File: src/hdl/dmcd_defines.svh
// Constants for the display mode command decoder.
`ifndef DMCD_DEFINES_SVH
`define DMCD_DEFINES_SVH

`define DMCD_ADDR_W        4
`define DMCD_OFS_CMD       4'h0
`define DMCD_OFS_PARAM     4'h4
`define DMCD_OFS_STATUS    4'h8
`define DMCD_OFS_AREA      4'hC

`define DMCD_CMD_SWRESET   8'h01
`define DMCD_CMD_PARTIAL   8'h12
`define DMCD_CMD_FULL      8'h13
`define DMCD_CMD_INV_CLR   8'h20
`define DMCD_CMD_INV_SET   8'h21
`define DMCD_CMD_AREA      8'h30

`define DMCD_PIX_W         18
`define DMCD_ROW_W         16
`define DMCD_AREA_START_RST 16'h0000
`define DMCD_AREA_END_RST  16'h00A1
`define DMCD_ZERO32        32'h0000_0000

`define DMCD_ST_PARTIAL    0
`define DMCD_ST_SCROLL     1
`define DMCD_ST_INVERT     2
`define DMCD_ST_PEND_PART  3
`define DMCD_ST_PEND_CHG   4
`define DMCD_AREA_END_LSB  16

`endif

File: src/hdl/dmcd_pkg.sv
// Types shared by the display mode command decoder.
package dmcd_pkg;

	typedef enum logic [2:0] {
		DMCD_IDLE = 3'b000,
		DMCD_PA1  = 3'b001,
		DMCD_PA2  = 3'b011,
		DMCD_PA3  = 3'b010,
		DMCD_PA4  = 3'b110
	} dmcd_state_type;

	typedef struct packed {
		logic partial;
		logic scroll;
		logic invert;
	} dmcd_mode_type;

endpackage

File: src/hdl/dmcd_top.sv
// Display mode command decoder with an Avalon-MM register slave.
`timescale 1ns/1ns

`include "dmcd_defines.svh"

module dmcd_top
	import dmcd_pkg::*;
(
	input  wire logic                        core_clk,
	input  wire logic                        rst_n,
	input  wire logic [`DMCD_ADDR_W-1:0]     avs_address,
	input  wire logic                        avs_read,
	input  wire logic                        avs_write,
	input  wire logic [31:0]                 avs_writedata,
	input  wire logic [3:0]                  avs_byteenable,
	output logic      [31:0]                 avs_readdata,
	output logic                             avs_waitrequest,
	input  wire logic                        frame_start,
	input  wire logic                        scroll_enter,
	input  wire logic [`DMCD_PIX_W-1:0]      mem_pixel,
	output logic      [`DMCD_PIX_W-1:0]      panel_pixel,
	output dmcd_mode_type                    mode,
	output logic      [`DMCD_ROW_W-1:0]      region_row_start,
	output logic      [`DMCD_ROW_W-1:0]      region_row_end
);

	// ------------------------------------------------------------
	// Address decode.
	// ------------------------------------------------------------

	logic                     sel_cmd;
	logic                     sel_par;
	logic                     sel_st;
	logic                     sel_area;

	always_comb begin
		sel_cmd  = 1'b0;
		sel_par  = 1'b0;
		sel_st   = 1'b0;
		sel_area = 1'b0;
		if (avs_address == `DMCD_OFS_CMD) begin
			sel_cmd = 1'b1;
		end else if (avs_address == `DMCD_OFS_PARAM) begin
			sel_par = 1'b1;
		end else if (avs_address == `DMCD_OFS_STATUS) begin
			sel_st = 1'b1;
		end else if (avs_address == `DMCD_OFS_AREA) begin
			sel_area = 1'b1;
		end
	end

	// ------------------------------------------------------------
	// Bus handshake.
	// ------------------------------------------------------------

	logic                     ack_q;
	logic                     req;
	logic                     take;
	logic                     cmd_wr;
	logic                     par_wr;
	logic [7:0]               wr_byte;
	logic [31:0]              rd_d;
	logic [31:0]              rd_q;

	assign req             = avs_read | avs_write;
	assign take            = req & ack_q;
	assign avs_waitrequest = req & ~ack_q;
	assign avs_readdata    = rd_q;
	assign wr_byte         = avs_writedata[7:0];

	// A write to the command word is a command phase, the parameter word a data phase.
	assign cmd_wr = take & avs_write & avs_byteenable[0] & sel_cmd;
	assign par_wr = take & avs_write & avs_byteenable[0] & sel_par;

	always_ff @(posedge core_clk) begin
		if (!rst_n) begin
			ack_q <= 1'b0;
		end else begin
			ack_q <= req & ~ack_q;
		end
	end

	// ------------------------------------------------------------
	// Command decode.
	// ------------------------------------------------------------

	logic                     sw_reset;
	logic                     is_partial;
	logic                     is_full;
	logic                     is_inv_clr;
	logic                     is_inv_set;
	logic                     is_area;

	assign sw_reset   = cmd_wr & (wr_byte == `DMCD_CMD_SWRESET);
	assign is_partial = cmd_wr & (wr_byte == `DMCD_CMD_PARTIAL);
	assign is_full    = cmd_wr & (wr_byte == `DMCD_CMD_FULL);
	assign is_inv_clr = cmd_wr & (wr_byte == `DMCD_CMD_INV_CLR);
	assign is_inv_set = cmd_wr & (wr_byte == `DMCD_CMD_INV_SET);
	assign is_area    = cmd_wr & (wr_byte == `DMCD_CMD_AREA);

	// ------------------------------------------------------------
	// Partial and normal mode, applied at frame start.
	// ------------------------------------------------------------

	logic                     want_partial_q;
	logic                     pend_q;
	logic                     partial_q;
	logic                     scroll_q;
	logic                     part_req;
	logic                     full_req;

	// A request that matches the mode already commanded does nothing, except a normal mode request while the scroll flag is set.
	assign part_req = is_partial & ~want_partial_q;
	assign full_req = is_full & (want_partial_q | scroll_q);

	always_ff @(posedge core_clk) begin
		if (!rst_n || sw_reset) begin
			want_partial_q <= 1'b0;
		end else if (part_req) begin
			want_partial_q <= 1'b1;
		end else if (full_req) begin
			want_partial_q <= 1'b0;
		end
	end

	always_ff @(posedge core_clk) begin
		if (!rst_n || sw_reset) begin
			pend_q <= 1'b0;
		end else if (part_req || full_req) begin
			pend_q <= 1'b1;
		end else if (frame_start) begin
			pend_q <= 1'b0;
		end
	end

	always_ff @(posedge core_clk) begin
		if (!rst_n || sw_reset) begin
			partial_q <= 1'b0;
		end else if (frame_start && pend_q) begin
			partial_q <= want_partial_q;
		end
	end

	// The scroll flag is raised by the scroll logic and dropped by normal mode.
	always_ff @(posedge core_clk) begin
		if (!rst_n || sw_reset) begin
			scroll_q <= 1'b0;
		end else if (frame_start && pend_q && !want_partial_q) begin
			scroll_q <= 1'b0;
		end else if (scroll_enter) begin
			scroll_q <= 1'b1;
		end
	end

	// ------------------------------------------------------------
	// Inversion, acting on the panel path only.
	// ------------------------------------------------------------

	logic                     invert_q;
	logic [`DMCD_PIX_W-1:0]   pixel_q;

	always_ff @(posedge core_clk) begin
		if (!rst_n || sw_reset) begin
			invert_q <= 1'b0;
		end else if (is_inv_set && !invert_q) begin
			invert_q <= 1'b1;
		end else if (is_inv_clr && invert_q) begin
			invert_q <= 1'b0;
		end
	end

	// ------------------------------------------------------------
	// Pixel path to the panel.
	// ------------------------------------------------------------

	always_ff @(posedge core_clk) begin
		if (!rst_n) begin
			pixel_q <= '0;
		end else if (invert_q) begin
			pixel_q <= ~mem_pixel;
		end else begin
			pixel_q <= mem_pixel;
		end
	end

	// The memory side is only read here, never written back.
	assign panel_pixel = pixel_q;

	// ------------------------------------------------------------
	// Partial area parameters.
	// ------------------------------------------------------------

	dmcd_state_type           st_q;
	logic [`DMCD_ROW_W-1:0]   area_start_q;
	logic [`DMCD_ROW_W-1:0]   area_end_q;

	always_ff @(posedge core_clk) begin
		if (!rst_n || sw_reset) begin
			st_q <= DMCD_IDLE;
		end else if (cmd_wr) begin
			st_q <= is_area ? DMCD_PA1 : DMCD_IDLE;
		end else if (par_wr) begin
			case (st_q)
				DMCD_PA1: begin
					st_q <= DMCD_PA2;
				end
				DMCD_PA2: begin
					st_q <= DMCD_PA3;
				end
				DMCD_PA3: begin
					st_q <= DMCD_PA4;
				end
				default: begin
					st_q <= DMCD_IDLE;
				end
			endcase
		end
	end

	// ------------------------------------------------------------
	// Partial area rows.
	// ------------------------------------------------------------

	always_ff @(posedge core_clk) begin
		if (!rst_n || sw_reset) begin
			area_start_q <= `DMCD_AREA_START_RST;
		end else if (par_wr) begin
			case (st_q)
				DMCD_PA1: begin
					area_start_q[15:8] <= wr_byte;
				end
				DMCD_PA2: begin
					area_start_q[7:0] <= wr_byte;
				end
				default: begin
					area_start_q <= area_start_q;
				end
			endcase
		end
	end

	always_ff @(posedge core_clk) begin
		if (!rst_n || sw_reset) begin
			area_end_q <= `DMCD_AREA_END_RST;
		end else if (par_wr) begin
			case (st_q)
				DMCD_PA3: begin
					area_end_q[15:8] <= wr_byte;
				end
				DMCD_PA4: begin
					area_end_q[7:0] <= wr_byte;
				end
				default: begin
					area_end_q <= area_end_q;
				end
			endcase
		end
	end

	// ------------------------------------------------------------
	// Outputs to the scan logic.
	// ------------------------------------------------------------

	logic [`DMCD_ROW_W-1:0]   rs_q;
	logic [`DMCD_ROW_W-1:0]   re_q;

	always_ff @(posedge core_clk) begin
		if (!rst_n) begin
			rs_q <= `DMCD_AREA_START_RST;
		end else if (partial_q) begin
			rs_q <= area_start_q;
		end else begin
			rs_q <= `DMCD_AREA_START_RST;
		end
	end

	always_ff @(posedge core_clk) begin
		if (!rst_n) begin
			re_q <= `DMCD_AREA_END_RST;
		end else if (partial_q) begin
			re_q <= area_end_q;
		end else begin
			re_q <= `DMCD_AREA_END_RST;
		end
	end

	assign region_row_start = rs_q;
	assign region_row_end   = re_q;

	// ------------------------------------------------------------
	// Mode flags to the scan logic.
	// ------------------------------------------------------------

	assign mode.partial     = partial_q;
	assign mode.scroll      = scroll_q;
	assign mode.invert      = invert_q;

	// ------------------------------------------------------------
	// Read data.
	// ------------------------------------------------------------

	always_comb begin
		rd_d = `DMCD_ZERO32;
		if (sel_st) begin
			rd_d[`DMCD_ST_PARTIAL]   = partial_q;
			rd_d[`DMCD_ST_SCROLL]    = scroll_q;
			rd_d[`DMCD_ST_INVERT]    = invert_q;
			rd_d[`DMCD_ST_PEND_PART] = want_partial_q;
			rd_d[`DMCD_ST_PEND_CHG]  = pend_q;
		end else if (sel_area) begin
			rd_d = {area_end_q, area_start_q};
		end
	end

	// ------------------------------------------------------------
	// Read data register.
	// ------------------------------------------------------------

	always_ff @(posedge core_clk) begin
		if (!rst_n) begin
			rd_q <= `DMCD_ZERO32;
		end else if (avs_read && !ack_q) begin
			rd_q <= rd_d;
		end
	end

endmodule

File: config.mk
export PLATFORM = sky130hd
export DESIGN_NAME = dmcd_top
export DESIGN_NICKNAME = d
export VERILOG_FILES = /design/src/hdl/dmcd_pkg.sv /design/src/hdl/dmcd_top.sv
export VERILOG_INCLUDE_DIRS = /design/src /design/src/hdl
export SDC_FILE = /design/constraint.sdc
export NUM_CORES = 1
export LEC_CHECK = 0
export ABC_AREA = 1
export BUFFER_PORTS_ARGS = -buffer_cell sky130_fd_sc_hd__buf_2
export CORE_MARGIN = 8
export CORE_UTILIZATION = 55
export CTS_BUF_LIST = sky130_fd_sc_hd__clkbuf_2
export DETAILED_ROUTE_END_ITERATION = 10
export PLACE_DENSITY = 0.86
export SETUP_SLACK_MARGIN = 0.1
export SLEW_MARGIN = 25
export SYNTH_ARGS = -nofsm -noshare
export SYNTH_HDL_FRONTEND = slang
export SYNTH_SLANG_ARGS = --single-unit
File: constraint.sdc
create_clock -name core_clk -period 2.22 [get_ports core_clk]
set_clock_uncertainty 0.1 [all_clocks]
set_input_delay 0.333 -clock core_clk [delete_from_list [all_inputs] [get_ports core_clk]]
set_output_delay 0.333 -clock core_clk [all_outputs]
set_load 0.01 [all_outputs]
# Yosys cells after proc, flatten, opt, wreduce, memory -nomap -nowiden
# Cells that the tools add are included.
[op_classes]
n_eq_ne = 13
n_mux = 24
n_bitwise = 19
reduce_logical = 22
[ops]
columns = ["op", "count"]
rows = [
  ["$mux 32", 1],
  ["$mux 27", 1],
  ["$eq 8x6->1 const B", 3],
  ["$mux 18", 1],
  ["$not 18->18", 1],
  ["$mux 1", 17],
  ["$eq 8x5->1 const B", 2],
  ["$and 1x1->1", 14],
  ["$reduce_and 2->1", 5],
  ["$pmux 3 s3", 1],
  ["$eq 4x4->1 const B", 2],
  ["$eq 8x1->1 const B", 1],
  ["$reduce_bool 2->1", 4],
  ["$eq 3x2->1 const B", 2],
  ["$mux 3", 2],
  ["$logic_and 1x1->1", 5],
  ["$mux 5", 1],
  ["$eq 4x3->1 const B", 1],
  ["$logic_not 1->1", 4],
  ["$logic_not 4->1", 1],
  ["$eq 3x1->1 const B", 1],
  ["$eq 3x3->1 const B", 1],
  ["$logic_or 1x1->1", 2],
  ["$not 1->1", 2],
  ["2 further kinds", 3],
]
[totals]
ff_bits = 123

# Logic depth before layout (Yosys ltp)
[logic_depth]
ltp_word = 9
mapped_depth = 9
mapped_depth_nobuf = 8

# Worst setup path after synthesis
# No wires, ideal clock.
[synth_path]
path_type = "input -> register"
from = "input port avs_address[1]"
to = "register area_end_q[4]"
setup_time_ns = 0.116
t_arrival_ns = 1.202
required_time_ns = 2.004
slack_ns = 0.802
cell_stages = 7
cell_sequence = "nor2_2 -> nand3_1 -> nor2_2 -> nand3_1 -> nand2_2 -> buf_6 -> a21oi_1"
[synth_via]
elab_chain_len = 5
word_cells_on_any_way = 10
classes_between = "eq/ne (1); mux (3); bitwise (3); reduce/logical (3)"
[synth_rtl]
columns = ["item", "line_no", "source"]
rows = [
  ["start: declaration", "dmcd_top.sv:11", "input wire logic [`DMCD_ADDR_W-1:0] avs_address,"],
  ["$eq 4x3->1 (no line) or $logic_not 4->1 (tied branches)", "-", ""],
  ["$mux 1 (on tied branches)", "dmcd_top.sv:43, dmcd_top.sv:41", ""],
  ["$mux 1 or $and 1x1->1 (tied branches)", "dmcd_top.sv:41, dmcd_top.sv:72", ""],
  ["$and 1x1->1 (on tied branches)", "dmcd_top.sv:73, dmcd_top.sv:94", ""],
  ["$reduce_and 2->1 (no line) or $logic_or 1x1->1 (tied branches)", "-", ""],
  ["end signal: assignment", "dmcd_top.sv:244", "area_end_q <= `DMCD_AREA_END_RST;"],
  ["end signal: assignment", "dmcd_top.sv:251", "area_end_q[7:0] <= wr_byte;"],
  ["end signal: assignment", "dmcd_top.sv:254", "area_end_q <= area_end_q;"],
  ["end: declaration", "dmcd_top.sv:195", "logic [`DMCD_ROW_W-1:0] area_end_q;"],
]
# Parallel ways exist; a longest one is shown, timed or not.
# A chain may end at the register's enable or synchronous reset.

# Worst setup path in the final report
[layout_path]
from = "register ack_q"
to = "register area_start_q[2]"
[layout_via]
elab_chain_len = 6
word_cells_on_any_way = 8
classes_between = "bitwise (6); reduce/logical (2)"
[layout_rtl]
columns = ["item", "line_no", "source"]
rows = [
  ["start: declaration", "dmcd_top.sv:56", "logic ack_q;"],
  ["start signal: assignment", "dmcd_top.sv:79", "ack_q <= req & ~ack_q;"],
  ["$and 1x1->1 (*)", "dmcd_top.sv:66", "assign take = req & ack_q;"],
  ["$and 1x1->1 (*) (2 in series)", "dmcd_top.sv:72, dmcd_top.sv:73", ""],
  ["$and 1x1->1", "dmcd_top.sv:72", "assign cmd_wr = take & avs_write & avs_byteenable[0] & sel_cmd;"],
  ["$and 1x1->1", "dmcd_top.sv:94", "assign sw_reset = cmd_wr & (wr_byte == `DMCD_CMD_SWRESET);"],
  ["$logic_or 1x1->1", "dmcd_top.sv:225", "if (!rst_n || sw_reset) begin"],
  ["end signal: assignment", "dmcd_top.sv:226", "area_start_q <= `DMCD_AREA_START_RST;"],
  ["end signal: assignment", "dmcd_top.sv:233", "area_start_q[7:0] <= wr_byte;"],
  ["end signal: assignment", "dmcd_top.sv:236", "area_start_q <= area_start_q;"],
  ["end: declaration", "dmcd_top.sv:194", "logic [`DMCD_ROW_W-1:0] area_start_q;"],
]
# Every way passes the cells marked *; elsewhere a longest branch is shown, timed or not.

==> flow_summary.ini <==
[timing]
fmax_ghz = 0.514
relSlewSlack_pct = 66.2
fin_crit_sh_pct = 87.6
min_period_ns = 1.95
slew_violations = 0
setup_tns_ns = 0
hold_viol = 0
worst_pin_slew_ns = 0.505
rsz0062_at_grt = no
finalSetupViolCount = 0

[clock_network]
path_clk_slew_ns = 0.20
cts_tree = yes
clk_path_buf_depth = 2
cts_max_level = 4
ctsResizeCount = 0
numCtsBuffers = 17
cts-hold-fix-buffers = 32
cts_setup_buffers = 0
root_buffer = clkbuf_2
clock_latency_ns = 0.67
cts.sinks = 123

[die]
io_pins = 150
start_util_pct = 56.2
die_y_um = 107
fp-row-count = 33
die-area_um2 = 11500
die_x_um = 107
core_area_um2 = 8180

[hold_path]
min_path_cells = 6
worstHoldStart = avs_address[1]
hold_end = area_end_q[2]
hold_path_class = input pin to flop

[layout]
final_cells = 831
fin_nets = 778
diodes = 0
areaGrowthSynthToFinish_pct = 25.6
num-fill-cells = 649
drive_gt1_share_pct = 26.2
final_util_pct = 70.6

[placement]
place_hpwl_um = 8660
io_buffers = 122
placed_cells = 768
gp_congestion = 0.873

[power_and_ir_drop]
combPwrFrac_pct = 9.7
switching_share_pct = 27.5
seqPwrFrac_pct = 59.2
intPower_w = 0.00281
clkPwrFrac_pct = 31.2
p_leak_nw = 2.43
irDropWorstVdd_mv = 0.418
switchingPower_w = 0.00107
powerDensity_nw_per_um2 = 673

[routing]
drtPass1Iterations = 5
drt.antenna.violating_nets = 0
drtIter0Drc = 346
num_vias = 4312
routed_via_density = 5.19
wire_per_inst_um = 15.4
wirelength_um = 12800
route.detailed.drc = 0

[worst_setup_path]
worstSetupPathType = flop to flop
arrival_ns = 2.40
crit_required_ns = 2.68
reg2reg_slack_ns = 0.27
end_kind = flop
cp-start-kind = flop
r2r-start = ack_q
r2r_cells = 5
r2r-end = area_start_q[2]
critPathMaxFanout = 12

[global_route]
grtUsageMet1_pct = 23.6
grt_max_degree = 46
grt_usage_pct = 22.1
grt_overflow = 0
grt_pass1_wl_um = 20200
antenna_found_initial = 0
use_met3_pct = 7.13
busiest_layer = met2
met2_usage_pct = 38.2
grt_pass1_vias = 4317

[yosys]
syn_area_um2 = 4600
synth_seq_area_share_pct = 53.6
ys_ff_latch = 123
synth_cell_type_count = 26
synth.avg_cell_area_um2 = 8.22
synthCells = 559
syn-num-nets = 623
ys_warn_count = 0

[run_status]
outcome = complete, no violations

[job]
cap_viol_max_count = 0
## final cells by class
| class | instances | area (um2) | share of cell area [%] |
|---|---|---|---|
| sequential | 123 | 2460 | 42.7 |
| multi-input combinational | 347 | 1740 | 30.1 |
| timing repair buffer | 164 | 1020 | 17.6 |
| inverter | 61 | 229 | 3.97 |
| tap | 105 | 131 | 2.28 |
| clock inverter | 13 | 105 | 1.82 |
| clock buffer | 18 | 90.1 | 1.56 |
## synth_stat cells, drive strengths merged
master  count  area share, %
a21oi      57            6.5
buf        16            2.8
clkbuf     12           0.98
dfxtp     123             54
inv        61            5.0
nand2      97            8.4
nand3      24            3.3
nand4       9            1.2
nor2       82            7.5
nor3        9            1.7
o21ai      45            4.9
o22ai       2           0.27
or2         4           0.54
xnor2      18            3.4
## cells in the final DEF (no fill, tap or decap), types with 18 or more instances in the layout
cell type | netlist | routed
buf_2 | 5 | 122
o21ai_0 | 45 | 45
a21oi_1 | 54 | 54
xnor2_1 | 18 | 18
dlygate4sd3_1 | 0 | 32
inv_1 | 58 | 58
nor2_1 | 76 | 75
nand2_1 | 91 | 91
nand3_1 | 21 | 21
clkbuf_2 | 0 | 18
dfxtp_1 | 123 | 123
## cells by family (layout without fill, tap and decap cells)
group                     Yosys count  in the layout  share of synthesized area (%)
and+or+nand+nor                   225            225                           22.6
DFF                               123            123                           53.6
AOI/OAI and AO/OA                 104            104                           11.6
buffers and inverters              89            256                           8.79
xor gates and xnor gates           18             18                           3.43
## worst max-delay path, cell delays in order (launching register included)
cell	delay, ns
dfxtp_1	0.54
nand3_1	0.18
inv_1	0.38
nand3_1	0.35
nand2_1	0.18
a21oi_1	0.09
## routing by layer
| metal | vias to the layer above | wire length [um] |
|---|---|---|
| met3 | 46 | 1070 |
| met4 | 0 | 398 |
| met2 | 178 | 6460 |
| met1 | 2005 | 4870 |
| li1 | 2083 | - |
| met5 | - | 0 |
## registers in the layout (all words and copies together) (netlist names)
name,count
partial_q,1
st_q,3
pend_q,1
region_row_end,16
want_partial_q,1
area_end_q,16
scroll_q,1
panel_pixel,18
ack_q,1
region_row_start,16
avs_readdata,32
invert_q,1
area_start_q,16
## through the flow
stage | setup WS, ns | total power (W) | hold WS [ns] | instance area, um2
4_1_cts | 0.266 | 0.00388 | 0.0389 | 5770
5_1_grt | 0.164 | 0.00403 | 0.0701 | 5770
6_report | 0.275 | 0.00388 | 0.0933 | 5770
2_1_floorplan | 0.802 | 0.00251 | 0.318 | 4600
3_5_place_dp | 0.344 | 0.00267 | 0.335 | 5260
3_3_place_gp | 0.456 | 0.00265 | 0.335 | 5260
## power groups by stage
stage | Combinational, W | Sequential, W | Clock (W)
6_report | 0.000375 | 0.00230 | 0.00121
5_1_grt | 0.000410 | 0.00230 | 0.00131
4_1_cts | 0.000371 | 0.00230 | 0.00121
3_5_place_dp | 0.000325 | 0.00234 | 0
3_3_place_gp | 0.000315 | 0.00234 | 0
2_1_floorplan | 0.000145 | 0.00237 | 0
## how the worst max path moves through the flow
stage | start | to | slack, ns | cells past startpoint
floorplan | avs_address[1] | area_end_q[4] | 0.80 | 7
global placement | avs_address[2] | area_start_q[1] | 0.46 | 6
detailed placement | avs_address[2] | area_start_q[2] | 0.34 | 6
CTS | invert_q | mode[0] | 0.27 | 1
global route | ack_q | area_start_q[3] | 0.16 | 5
finish | ack_q | area_start_q[2] | 0.27 | 5
Note: power is estimated with default switching activity, not from simulation.
